===== src/common/pbp_pkg.sv =====
// constants for the phy byte port and line pin block
package pbp_pkg;

  // ----------------------------------------------------------------
  // bus and data widths
  // ----------------------------------------------------------------
  localparam int AW     = 5;
  localparam int DW     = 32;
  localparam int BYTE_W = 8;
  localparam int NIB_W  = 4;
  localparam int LS_W   = 3;
  localparam int PAR_W  = BYTE_W + 2;

  // ----------------------------------------------------------------
  // register byte offsets
  // ----------------------------------------------------------------
  localparam logic [AW-1:0] OFS_LINE_CTRL_C   = 5'h00;
  localparam logic [AW-1:0] OFS_PHYS_STATUS_A = 5'h04;
  localparam logic [AW-1:0] OFS_LINE_STATUS_A = 5'h08;
  localparam logic [AW-1:0] OFS_EVENT         = 5'h0c;
  localparam logic [AW-1:0] OFS_TAP_DIAG      = 5'h10;

  // ----------------------------------------------------------------
  // field positions
  // ----------------------------------------------------------------
  localparam int CTRL_CIPHER_BIT = 0;
  localparam int CTRL_TXOFF_BIT  = 1;
  localparam int PST_SD_INV_BIT  = 0;
  localparam int PST_BYPASS_BIT  = 1;
  localparam int PST_EBERR_BIT   = 2;
  localparam int LST_UNKN_BIT    = 3;
  localparam int EV_DETECT_BIT   = 0;
  localparam int EV_PARITY_BIT   = 1;
  localparam int DIAG_CTL_BIT    = 4;

  // ----------------------------------------------------------------
  // reset values
  // ----------------------------------------------------------------
  localparam logic [BYTE_W-1:0] RX_IDLE_BYTE = 8'hff;
  localparam logic [DW-1:0]     ZERO_WORD    = 32'h0000_0000;

endpackage


===== src/rtl/pbp_even_par.sv =====
// even parity bit generator over a vector
`timescale 1ns/1ps

module pbp_even_par #(
  parameter int W = 10
) (
  input  wire logic [W-1:0] i_bits, // bits covered by parity
  output wire logic         o_par   // one when the count of ones is odd
);

  // ----------------------------------------------------------------
  // reduction xor
  // ----------------------------------------------------------------
  // parity bit that makes the total count of ones even
  assign o_par = ^i_bits;

endmodule


===== src/rtl/pbp_phy_port.sv =====
// mac side byte port to the phy, filter tap and line pins
// Function
// - upper receive flag marks control or data
// - lower receive flag marks control or data
// - receive parity makes eleven bits even
// - device drives eight bit transmit bus
// - upper transmit flag marks control nibble
// - lower transmit flag marks control nibble
// - transmit parity makes eleven bits even
// - upper receive nibble copied to filter tap
// - lower nibble tap; input side diagnostics
// - each tap nibble has a control flag
// - strap or cipher bit selects scrambling
// - transmitter off holds line at zero
// - inverted detect stored; rise sets event
// - line state field drives three pins
// - unknown line state bit drives pin
// - elasticity buffer error output on slips
// - encoder off input bypasses block coding
// - pins float only in test access
// - receive capture resets to all ones
`timescale 1ns/1ps

module pbp_phy_port
  import pbp_pkg::*;
(
  input  wire logic                        i_clk,                  // byte clock
  input  wire logic                        i_rst_n,                // async reset
  input  wire logic [pbp_pkg::AW-1:0]      i_avs_address,          // byte address
  input  wire logic                        i_avs_read,             // read request
  input  wire logic                        i_avs_write,            // write request
  input  wire logic [pbp_pkg::DW-1:0]      i_avs_writedata,        // write data
  input  wire logic [3:0]                  i_avs_byteenable,       // byte lanes
  output wire logic [pbp_pkg::DW-1:0]      o_avs_readdata,         // read data
  output wire logic                        o_avs_waitrequest,      // stall
  input  wire logic [pbp_pkg::BYTE_W-1:0]  i_recv_byte_bus,        // phy byte
  input  wire logic                        i_recv_upper_ctl_flag,  // upper ctl
  input  wire logic                        i_recv_lower_ctl_flag,  // lower ctl
  input  wire logic                        i_recv_parity_bit,      // even parity
  output wire logic [pbp_pkg::BYTE_W-1:0]  o_mac_rx_byte,          // to mac
  output wire logic                        o_mac_rx_upper_ctl,     // to mac
  output wire logic                        o_mac_rx_lower_ctl,     // to mac
  output wire logic [pbp_pkg::NIB_W-1:0]   o_filter_tap_upper,     // tap hi
  output wire logic                        o_filter_tap_upper_ctl, // tap hi ctl
  output wire logic [pbp_pkg::NIB_W-1:0]   o_filter_tap_lower,     // tap lo out
  output wire logic                        o_filter_tap_lower_oe,  // tap lo drive
  input  wire logic [pbp_pkg::NIB_W-1:0]   i_filter_tap_lower,     // tap lo in
  output wire logic                        o_filter_tap_lower_ctl, // lo ctl out
  output wire logic                        o_filter_tap_lower_ctl_oe, // drive
  input  wire logic                        i_filter_tap_lower_ctl, // lo ctl in
  input  wire logic [pbp_pkg::BYTE_W-1:0]  i_mac_tx_byte,          // from mac
  input  wire logic                        i_mac_tx_upper_ctl,     // from mac
  input  wire logic                        i_mac_tx_lower_ctl,     // from mac
  output wire logic [pbp_pkg::BYTE_W-1:0]  o_xmit_byte_bus,        // to phy
  output wire logic                        o_xmit_upper_ctl_flag,  // to phy
  output wire logic                        o_xmit_lower_ctl_flag,  // to phy
  output wire logic                        o_xmit_parity_bit,      // to phy
  input  wire logic                        i_line_tx_bit,          // nrzi bit
  output wire logic                        o_tx_p,                 // line +
  output wire logic                        o_tx_n,                 // line -
  output wire logic                        o_optical_tx_disable_n, // tx off
  input  wire logic                        i_signal_detect_in,     // detect
  input  wire logic                        i_scrambler_select_strap, // strap
  output wire logic                        o_scramble_en,          // copper
  input  wire logic [pbp_pkg::LS_W-1:0]    i_line_state,           // from core
  input  wire logic                        i_unknown_state,        // from core
  output wire logic [pbp_pkg::LS_W-1:0]    o_line_state_out,       // pins
  output wire logic                        o_unknown_state_out,    // pin
  input  wire logic                        i_eb_overflow,          // eb slip
  input  wire logic                        i_eb_underflow,         // eb slip
  output wire logic                        o_elastic_buf_error,    // eb error
  input  wire logic                        i_coder_bypass,         // encoder off
  output wire logic                        o_codec_enable,         // 4b5b on
  input  wire logic                        i_test_access           // tap active
);
  import pbp_pkg::*;

  // ----------------------------------------------------------------
  // declarations
  // ----------------------------------------------------------------
  logic [BYTE_W-1:0] rx_byte_q;
  logic              rx_up_q;
  logic              rx_lo_q;
  logic              rx_par_q;
  logic              rx_live_q;
  logic              rx_calc;
  logic              rx_bad;
  logic [BYTE_W-1:0] tx_byte_q;
  logic              tx_up_q;
  logic              tx_lo_q;
  logic              tx_par_q;
  logic              tx_calc;
  logic              txp_q;
  logic              cipher_q;
  logic              tx_off_q;
  logic              strap_q;
  logic              scr_q;
  logic              sd_prev_q;
  logic              sd_inv_q;
  logic              sd_rise;
  logic              ev_det_q;
  logic              ev_par_q;
  logic [LS_W-1:0]   ls_q;
  logic              unkn_q;
  logic              eberr_q;
  logic              bypass_q;
  logic              ack_q;
  logic              req;
  logic              wr_go;
  logic              clr_det;
  logic              clr_par;
  logic [DW-1:0]     rdata_q;
  logic [DW-1:0]     rmux;

  // ----------------------------------------------------------------
  // receive capture
  // ----------------------------------------------------------------
  // idle value is all ones, as a pulled-up undriven bus reads
  always_ff @(posedge i_clk or negedge i_rst_n) begin
    if (!i_rst_n) begin
      rx_byte_q <= RX_IDLE_BYTE;
      rx_up_q   <= 1'b1;
      rx_lo_q   <= 1'b1;
      rx_par_q  <= 1'b1;
    end else begin
      rx_byte_q <= i_recv_byte_bus;
      rx_up_q   <= i_recv_upper_ctl_flag;
      rx_lo_q   <= i_recv_lower_ctl_flag;
      rx_par_q  <= i_recv_parity_bit;
    end
  end

  // checking waits one byte so reset idle values never count
  always_ff @(posedge i_clk or negedge i_rst_n) begin
    if (!i_rst_n) begin
      rx_live_q <= 1'b0;
    end else begin
      rx_live_q <= 1'b1;
    end
  end

  // parity over byte and both flags
  pbp_even_par #(
    .W (PAR_W)
  ) u_rx_par (
    .i_bits ({rx_byte_q, rx_up_q, rx_lo_q}),
    .o_par  (rx_calc)
  );

  assign rx_bad = rx_live_q && (rx_calc != rx_par_q);

  // internal receive bus and both filter taps share the capture flops
  assign o_mac_rx_byte          = rx_byte_q;
  assign o_mac_rx_upper_ctl     = rx_up_q;
  assign o_mac_rx_lower_ctl     = rx_lo_q;
  assign o_filter_tap_upper     = rx_byte_q[BYTE_W-1:NIB_W];
  assign o_filter_tap_upper_ctl = rx_up_q;
  assign o_filter_tap_lower     = rx_byte_q[NIB_W-1:0];
  assign o_filter_tap_lower_ctl = rx_lo_q;

  // tap pins float only while the test access port owns them
  assign o_filter_tap_lower_oe     = ~i_test_access;
  assign o_filter_tap_lower_ctl_oe = ~i_test_access;

  // ----------------------------------------------------------------
  // transmit drive
  // ----------------------------------------------------------------
  // parity is formed from the same inputs that load the bus flops
  pbp_even_par #(
    .W (PAR_W)
  ) u_tx_par (
    .i_bits ({i_mac_tx_byte, i_mac_tx_upper_ctl, i_mac_tx_lower_ctl}),
    .o_par  (tx_calc)
  );

  // byte, flags and parity leave together on one edge
  always_ff @(posedge i_clk or negedge i_rst_n) begin
    if (!i_rst_n) begin
      tx_byte_q <= '0;
      tx_up_q   <= 1'b0;
      tx_lo_q   <= 1'b0;
      tx_par_q  <= 1'b0;
    end else begin
      tx_byte_q <= i_mac_tx_byte;
      tx_up_q   <= i_mac_tx_upper_ctl;
      tx_lo_q   <= i_mac_tx_lower_ctl;
      tx_par_q  <= tx_calc;
    end
  end

  assign o_xmit_byte_bus       = tx_byte_q;
  assign o_xmit_upper_ctl_flag = tx_up_q;
  assign o_xmit_lower_ctl_flag = tx_lo_q;
  assign o_xmit_parity_bit     = tx_par_q;

  // ----------------------------------------------------------------
  // line side pins
  // ----------------------------------------------------------------
  // forced zero keeps the optical transmitter dark
  always_ff @(posedge i_clk or negedge i_rst_n) begin
    if (!i_rst_n) begin
      txp_q <= 1'b0;
    end else begin
      txp_q <= tx_off_q ? 1'b0 : i_line_tx_bit;
    end
  end

  assign o_tx_p                 = txp_q;
  assign o_tx_n                 = ~txp_q;
  assign o_optical_tx_disable_n = ~tx_off_q;

  // strap is static, so plain sampling after release is enough
  always_ff @(posedge i_clk or negedge i_rst_n) begin
    if (!i_rst_n) begin
      strap_q <= 1'b0;
      scr_q   <= 1'b0;
    end else begin
      strap_q <= i_scrambler_select_strap;
      scr_q   <= strap_q | cipher_q;
    end
  end

  assign o_scramble_en = scr_q;

  // signal detect status and rising edge
  assign sd_rise = i_signal_detect_in & ~sd_prev_q;

  always_ff @(posedge i_clk or negedge i_rst_n) begin
    if (!i_rst_n) begin
      sd_prev_q <= 1'b0;
      sd_inv_q  <= 1'b1;
    end else begin
      sd_prev_q <= i_signal_detect_in;
      sd_inv_q  <= ~i_signal_detect_in;
    end
  end

  // line state, unknown state, slip and bypass mirrors
  always_ff @(posedge i_clk or negedge i_rst_n) begin
    if (!i_rst_n) begin
      ls_q     <= '0;
      unkn_q   <= 1'b0;
      eberr_q  <= 1'b0;
      bypass_q <= 1'b0;
    end else begin
      ls_q     <= i_line_state;
      unkn_q   <= i_unknown_state;
      eberr_q  <= i_eb_overflow | i_eb_underflow;
      bypass_q <= i_coder_bypass;
    end
  end

  assign o_line_state_out    = ls_q;
  assign o_unknown_state_out = unkn_q;
  assign o_elastic_buf_error = eberr_q;
  assign o_codec_enable      = ~bypass_q;

  // ----------------------------------------------------------------
  // avalon slave, one wait state on every access
  // ----------------------------------------------------------------
  assign req               = i_avs_read | i_avs_write;
  assign o_avs_waitrequest = req & ~ack_q;
  assign wr_go             = i_avs_write & ack_q & i_avs_byteenable[0];
  assign clr_det = wr_go && (i_avs_address == OFS_EVENT)
                   && i_avs_writedata[EV_DETECT_BIT];
  assign clr_par = wr_go && (i_avs_address == OFS_EVENT)
                   && i_avs_writedata[EV_PARITY_BIT];

  always_ff @(posedge i_clk or negedge i_rst_n) begin
    if (!i_rst_n) begin
      ack_q <= 1'b0;
    end else begin
      ack_q <= req & ~ack_q;
    end
  end

  // control register writes
  always_ff @(posedge i_clk or negedge i_rst_n) begin
    if (!i_rst_n) begin
      cipher_q <= 1'b0;
      tx_off_q <= 1'b0;
    end else if (wr_go && (i_avs_address == OFS_LINE_CTRL_C)) begin
      cipher_q <= i_avs_writedata[CTRL_CIPHER_BIT];
      tx_off_q <= i_avs_writedata[CTRL_TXOFF_BIT];
    end
  end

  // sticky events: a new event beats a clear in the same cycle
  always_ff @(posedge i_clk or negedge i_rst_n) begin
    if (!i_rst_n) begin
      ev_det_q <= 1'b0;
      ev_par_q <= 1'b0;
    end else begin
      ev_det_q <= sd_rise | (ev_det_q & ~clr_det);
      ev_par_q <= rx_bad | (ev_par_q & ~clr_par);
    end
  end

  // read multiplexer; unmapped addresses read zero
  always_comb begin
    rmux = ZERO_WORD;
    unique case (i_avs_address)
      OFS_LINE_CTRL_C: begin
        rmux[CTRL_CIPHER_BIT] = strap_q | cipher_q;
        rmux[CTRL_TXOFF_BIT]  = tx_off_q;
      end
      OFS_PHYS_STATUS_A: begin
        rmux[PST_SD_INV_BIT] = sd_inv_q;
        rmux[PST_BYPASS_BIT] = bypass_q;
        rmux[PST_EBERR_BIT]  = eberr_q;
      end
      OFS_LINE_STATUS_A: begin
        rmux[LS_W-1:0]    = ls_q;
        rmux[LST_UNKN_BIT] = unkn_q;
      end
      OFS_EVENT: begin
        rmux[EV_DETECT_BIT] = ev_det_q;
        rmux[EV_PARITY_BIT] = ev_par_q;
      end
      OFS_TAP_DIAG: begin
        rmux[NIB_W-1:0]   = i_filter_tap_lower;
        rmux[DIAG_CTL_BIT] = i_filter_tap_lower_ctl;
      end
      default: begin
        rmux = ZERO_WORD;
      end
    endcase
  end

  // data is latched in the wait cycle and stands at the answer edge
  always_ff @(posedge i_clk or negedge i_rst_n) begin
    if (!i_rst_n) begin
      rdata_q <= ZERO_WORD;
    end else if (i_avs_read && !ack_q) begin
      rdata_q <= rmux;
    end
  end

  assign o_avs_readdata = rdata_q;
endmodule


===== config.mk =====
export PLATFORM = sky130hd
export DESIGN_NAME = pbp_phy_port
export DESIGN_NICKNAME = d
export VERILOG_FILES = /design/src/common/pbp_pkg.sv /design/src/rtl/pbp_even_par.sv /design/src/rtl/pbp_phy_port.sv
export SDC_FILE = /design/constraint.sdc
export NUM_CORES = 1
export LEC_CHECK = 0
export ABC_CLOCK_PERIOD_IN_PS = 1650
export BUFFER_PORTS_ARGS = -buffer_cell sky130_fd_sc_hd__buf_4
export CORE_MARGIN = 2
export CORE_UTILIZATION = 35
export DETAILED_ROUTE_END_ITERATION = 10
export GPL_TIMING_DRIVEN = 1
export HOLD_SLACK_MARGIN = 0.15
export PLACE_DENSITY = 0.77
export SYNTH_ARGS = -nofsm -noshare
export SYNTH_HDL_FRONTEND = slang
export SYNTH_HIERARCHICAL = 1
export SYNTH_SLANG_ARGS = --single-unit
export TNS_END_PERCENT = 1

===== constraint.sdc =====
create_clock -name i_clk -period 1.65 [get_ports i_clk]
set_input_delay 0.2475 -clock i_clk [delete_from_list [all_inputs] [get_ports i_clk]]
set_output_delay 0.2475 -clock i_clk [all_outputs]
set_load 0.005 [all_outputs]

After elaboration in Yosys (flattened, before gate mapping)
Index checks and enable logic that the tools add are counted.
{"block": "classes", "n_bitwise": 20, "muxes": 5, "n_reduce_logical": 10, "n_eq_ne": 5}
{"operator": "$reduce_xor 10->1", "n": 2}
{"operator": "$eq 5x4->1 const B", "n": 2}
{"operator": "$pmux 2 s5", "n": 1}
{"operator": "$not 1->1", "n": 9}
{"operator": "$and 1x1->1", "n": 6}
{"operator": "$logic_and 1x1->1", "n": 6}
{"operator": "$eq 5x3->1 const B", "n": 1}
{"operator": "$eq 5x5->1 const B", "n": 1}
{"operator": "$logic_not 5->1", "n": 1}
{"operator": "$or 1x1->1", "n": 5}
{"operator": "$pmux 1 s3", "n": 1}
{"operator": "$mux 1", "n": 2}
{"operator": "$pmux 1 s2", "n": 1}
{"operator": "$logic_not 1->1", "n": 1}
{"operator": "$ne 1x1->1", "n": 1}
{"block": "word_totals", "register_bits": 44, "out_inout_bits": 76, "in_bits": 82}

Logic depth before layout (Yosys ltp)
{"block": "logic_depth", "depth_word": 7, "mapped_depth": 5}

Hierarchy
Netlist, hierarchy kept.
{"module": "pbp_phy_port", "area_each_um2": 1731.7, "cells_per_inst": 129, "instances": 1}
{"module": "pbp_even_par", "area_each_um2": 91.3, "cells_per_inst": 8, "instances": 2}

Least setup slack after synthesis
OpenSTA, ideal clock, no wires.
{"block": "synth_path", "path_type": "reg-to-reg", "from": "register rx_byte_q[5], in the netlist o_mac_rx_byte[5]", "to": "register ev_par_q", "path_stages_with_launch": 6, "setup_time_ns": 0.126, "synth_period_minus_slack_ns": 1.734, "arrival_time_ns": 1.608, "required_time_ns": 1.524, "slack_ns": -0.084, "path_cell_list": "dfstp_2 xnor2_1 xnor3_1 xnor2_1 xor2_1 a221o_1"}
{"block": "synth_between", "elab_chain_len": 4}
{"item": "start, declared", "line_no": "pbp_phy_port.sv:81", "rtl": "logic [BYTE_W-1:0] rx_byte_q;"}
{"item": "start signal, assigned", "line_no": "pbp_phy_port.sv:126", "rtl": "rx_byte_q <= i_recv_byte_bus;"}
{"item": "$reduce_xor 10->1", "line_no": "pbp_even_par.sv:15", "rtl": "assign o_par = ^i_bits;"}
{"item": "net rx_calc", "line_no": "pbp_phy_port.sv:86", "rtl": "logic rx_calc;"}
{"item": "$ne 1x1->1", "line_no": "pbp_phy_port.sv:150", "rtl": "assign rx_bad = rx_live_q && (rx_calc != rx_par_q);"}
{"item": "$logic_and 1x1->1", "line_no": "pbp_phy_port.sv:150"}
{"item": "$or 1x1->1", "line_no": "pbp_phy_port.sv:295", "rtl": "ev_par_q <= rx_bad | (ev_par_q & ~clr_par);"}
{"item": "end signal, assigned", "line_no": "pbp_phy_port.sv:295"}
{"item": "end, declared", "line_no": "pbp_phy_port.sv:102", "rtl": "logic ev_par_q;"}
The timed path passes the listed nets, and every way through them passes these cells.
A chain may end at the register's enable or synchronous reset.

Worst setup path after layout
Ends and elaborated chain as after synthesis.

==> results by group <==
Critical path
  • Slowest stage cell, crit path: dfstp_2
  • Critical Path End Type: register
  • Reg2Reg Depth: 5
  • Crit path max-delay family: XOR/XNOR gates
  • CP Class: register to register
  • Worst Path Max Fanout: 2
  • Crit path cell chain: xnor2_1 > xnor3_1 > xnor2_2 > xor2_1 > a221o_1
  • Critical path arrival: 2.01 ns
  • Max stage delay on crit path: 0.54 ns
  • Flop2flop setup slack: -0.18 ns
  • R2R Path End: ev_par_q$_DFF_PN0_
  • Required time of the critical path: 1.83 ns
  • Combined buffer and inverter count along the critical path: 0
  • R2R Path Start: o_mac_rx_byte[5]$_DFF_PN1_
  • Crit path launch type: register

Timing
  • Min Hold Slack: 0.168 ns
  • Rel. slew slack: 0.633
  • Final hold violation count: 0
  • Final worst-path cycle share: 1.11
  • Final WS setup: -0.184 ns
  • Fin crit period: 1.83 ns
  • Final setup vio count: 1
  • Achievable Freq: 545 MHz
  • Measured slew at the worst slew-check pin: 0.551 ns
  • Worst Skew: 0.00886 ns
  • Slew Viols, Final: 0
  • Unrepaired setup endpoints after global routing: yes

Floorplan
  • Rows: 26
  • Chip Height: 78.0 microns
  • Starting Density: 0.368
  • Total core area: 0.00520 sq mm
  • Die Span X: 78.0 microns
  • Ports: 158
  • Die area: 0.00608 sq mm

Clock tree
  • Clk slew on worst S/H paths: 0.09 ns
  • Clk Latency, worst-skew pair: 0.29 ns
  • Root Buffer: clkbuf_8
  • Cts bufs inserted: 5
  • CTS Buffer Depth: 2
  • CTS tree: built
  • Postcts setup bufs: 0
  • Clock sink total: 44
  • H-tree lvl count: 2

Worst hold path
  • Hold Crit Class: input pin to register
  • Min-Delay Path Depth: 2
  • Hold Crit Endpoint: o_avs_readdata[4]$_DFFE_PN0P_
  • Hold path startpoint: i_filter_tap_lower_ctl

Detailed routing
  • DRC violations left: 0
  • Vias per cell: 4.17
  • 1st-pass router iterations: 4
  • WL final: 4660 microns
  • WL/cell: 13.6 microns
  • Routed Antenna Nets: 0
  • Total number of vias: 1,433
  • DRT iter0 DRCs: 37

Job
  • Max_cap viols: 0

Pwr
  • Cell area power density: 834 mW/mm^2
  • Pleak: 1.50 nW
  • Power Total: 0.00251 W
  • Peak supply drop: 0.635 mV

Final layout
  • Final net count: 355
  • ANT cells: 0
  • Share of layout cells above drive strength 1: 0.474
  • Final instance area: 0.00301 sq mm
  • Synth-to-Final Area Change: 57.1%

Synthesis
  • Largest family of logic cells by synthesized area: buffers and inverters
  • Synth cell types: 31
  • Synth Area in Adders: 0
  • EDFF count, synth: 0
  • Mean post-synth cell area: 13.2 sq um
  • Sequential fraction of the synthesis area: 0.583
  • Synth Area in Compound Gates: 0.0405
  • YS warnings: 6
  • Ranking of synthesized cells by area: dfrtp_1 (42%), dfstp_2 (16%), buf_4 (15%), xnor2_1 (5.5%), a221o_1 (2.6%)
  • Yosys top cell area share: 0.418
  • Top_reg_cell synth: dfrtp_1
  • Flops & latches, synth: 44
  • Simple-gate portion of the synthesized area: 0.0719
  • Commonest cells post-synth: buf_4 (38), dfrtp_1 (32), dfstp_2 (12), xnor2_1 (12), inv_1 (7)
  • Most frequent cell after synthesis: buf_4
  • Post-synthesis mux area share: 0.0353
  • Synth Cell Area: 0.00191 sq mm
  • Area leader, netlist: dfrtp_1
  • Cells after Synth: 145
  • Post-synthesis xor/xnor area fraction: 0.100
  • Synth async-reset ratio: 1.00

Global route
  • Initial antenna violation count: 0
  • GR Overflow Total: 0
  • First-pass GRT wire length: 7260 microns
  • GRT Total Usage: 0.156
  • Largest net degree at the start of global routing: 45
  • Vias in the first global route: 1,556

Place
  • Placed Instance Area: 0.00258 sq mm
  • IO buf count: 97
  • Final HPWL DP: 3150 microns
  • Gpl congestion: 0.723

Outcome
  • Status: finished, violations left
  • Failing checks: negative setup slack
==> cells by family (layout without fill, tap and decap cells) <==
family	after synthesis	count (layout)
DFF	44	44
muxes	4	4
and+or+nand+nor	23	23
xor gates and xnor gates	17	17
buffers and inverters	46	149
other	2	28
AOI/OAI and AO/OA	9	9
==> routing by layer <==
layer  wire length (microns)  vias to the layer above  global-route usage  part of all wire
li1                        -                      662                   -                 -
met1                    1700                      687               0.165              0.36
met2                    2540                       82               0.292              0.54
met3                     410                        2              0.0558             0.088
met4                      17                        0              0.0368            0.0036
met5                       0                        -                   0                 0
==> cell usage in the layout (no fill, tap or decap) <==
master         netlist  routed
nor2_1               3       3
mux4_2               2       2
conb_1               2      28
a21o_1               1       1
nand4_1              1       1
xor2_1               1       1
nor4b_1              2       2
o22ai_1              1       1
clkinv_2             0       1
dfrtp_1             32      32
or2_2                1       1
nand2b_1             1       1
clkbuf_1             0       1
nor4_1               1       1
bufinv_16            0       1
inv_1                7       7
nand2_1              1       1
or2_1                1       1
and2_1               5       5
and3_1               2       2
dfstp_2             12      12
nor2b_1              2       2
a221o_1              5       5
nand3b_1             1       1
clkbuf_8             0       5
mux2_2               2       2
nor3_1               1       1
xnor3_1              2       2
dlygate4sd3_1        0      31
o21ai_0              1       1
buf_4               38     103
xnor2_2              2       3
xnor2_1             12      11
nand3_1              1       1
a22o_1               1       1
==> power breakdown <==
part | leakage [nW] | total (W) | switching [W] | internal, W
Combinational | 0.934 | 0.000511 | 0.000189 | 0.000323
Clock | 0.0552 | 0.000802 | 0.000353 | 0.000449
Sequential | 0.507 | 0.00119 | 0.0000368 | 0.00116
==> timing repair <==
action | 4_1_cts | 5_1_grt
hold buffers | 31 | 0
endpoints found under the setup margin | 1 | 1
resized for setup | 0 | 1
hold endpoints to repair | 62 | 0
pin swaps | 1 | 0
==> registers in the layout (all words and copies together) (netlist names) <==
register                count
o_avs_readdata              5
ev_par_q                    1
o_xmit_lower_ctl_flag       1
rx_live_q                   1
o_filter_tap_upper_ctl      1
o_xmit_upper_ctl_flag       1
ack_q                       1
o_line_state_out            3
tx_off_q                    1
o_filter_tap_lower_ctl      1
o_scramble_en               1
cipher_q                    1
o_xmit_parity_bit           1
o_xmit_byte_bus             8
strap_q                     1
o_unknown_state_out         1
ev_det_q                    1
sd_prev_q                   1
o_tx_p                      1
o_elastic_buf_error         1
bypass_q                    1
rx_par_q                    1
sd_inv_q                    1
o_mac_rx_byte               8
==> per-stage QoR <==
step	setup TNS (ns)	instances	util	setup slack, ns
finish	-0.184	344	0.578	-0.184
global route	-0.259	344	0.578	-0.259
CTS	-0.176	344	0.576	-0.176
detailed placement	-0.164	305	0.496	-0.164
global placement	-0.159	305	0.496	-0.159
floorplan	-0.0838	171	-	-0.0838
==> how the worst max path moves through the flow <==
stage / from / to / slack (ns) / cells past startpoint
floorplan: o_mac_rx_byte[5]$_DFF_PN1_ / ev_par_q$_DFF_PN0_ / -0.08 / 5
detailed placement: o_mac_rx_byte[5]$_DFF_PN1_ / ev_par_q$_DFF_PN0_ / -0.16 / 5
global route: o_mac_rx_byte[5]$_DFF_PN1_ / ev_par_q$_DFF_PN0_ / -0.26 / 5
global placement: o_mac_rx_byte[5]$_DFF_PN1_ / ev_par_q$_DFF_PN0_ / -0.16 / 5
CTS: o_mac_rx_byte[5]$_DFF_PN1_ / ev_par_q$_DFF_PN0_ / -0.18 / 5
finish: o_mac_rx_byte[5]$_DFF_PN1_ / ev_par_q$_DFF_PN0_ / -0.18 / 5
==> layout make-up <==
type / count / area, sq um
Fill cell: 437 / 2200
Sequential cell: 44 / 1120
Timing Repair Buffer: 134 / 1080
Multi-Input combinational cell: 81 / 587
Tap cell: 70 / 87.6
Clock buffer: 6 / 72.6
Clock inverter: 2 / 35.0
Inverter: 7 / 26.3
Power figures use the tool's default switching activity.
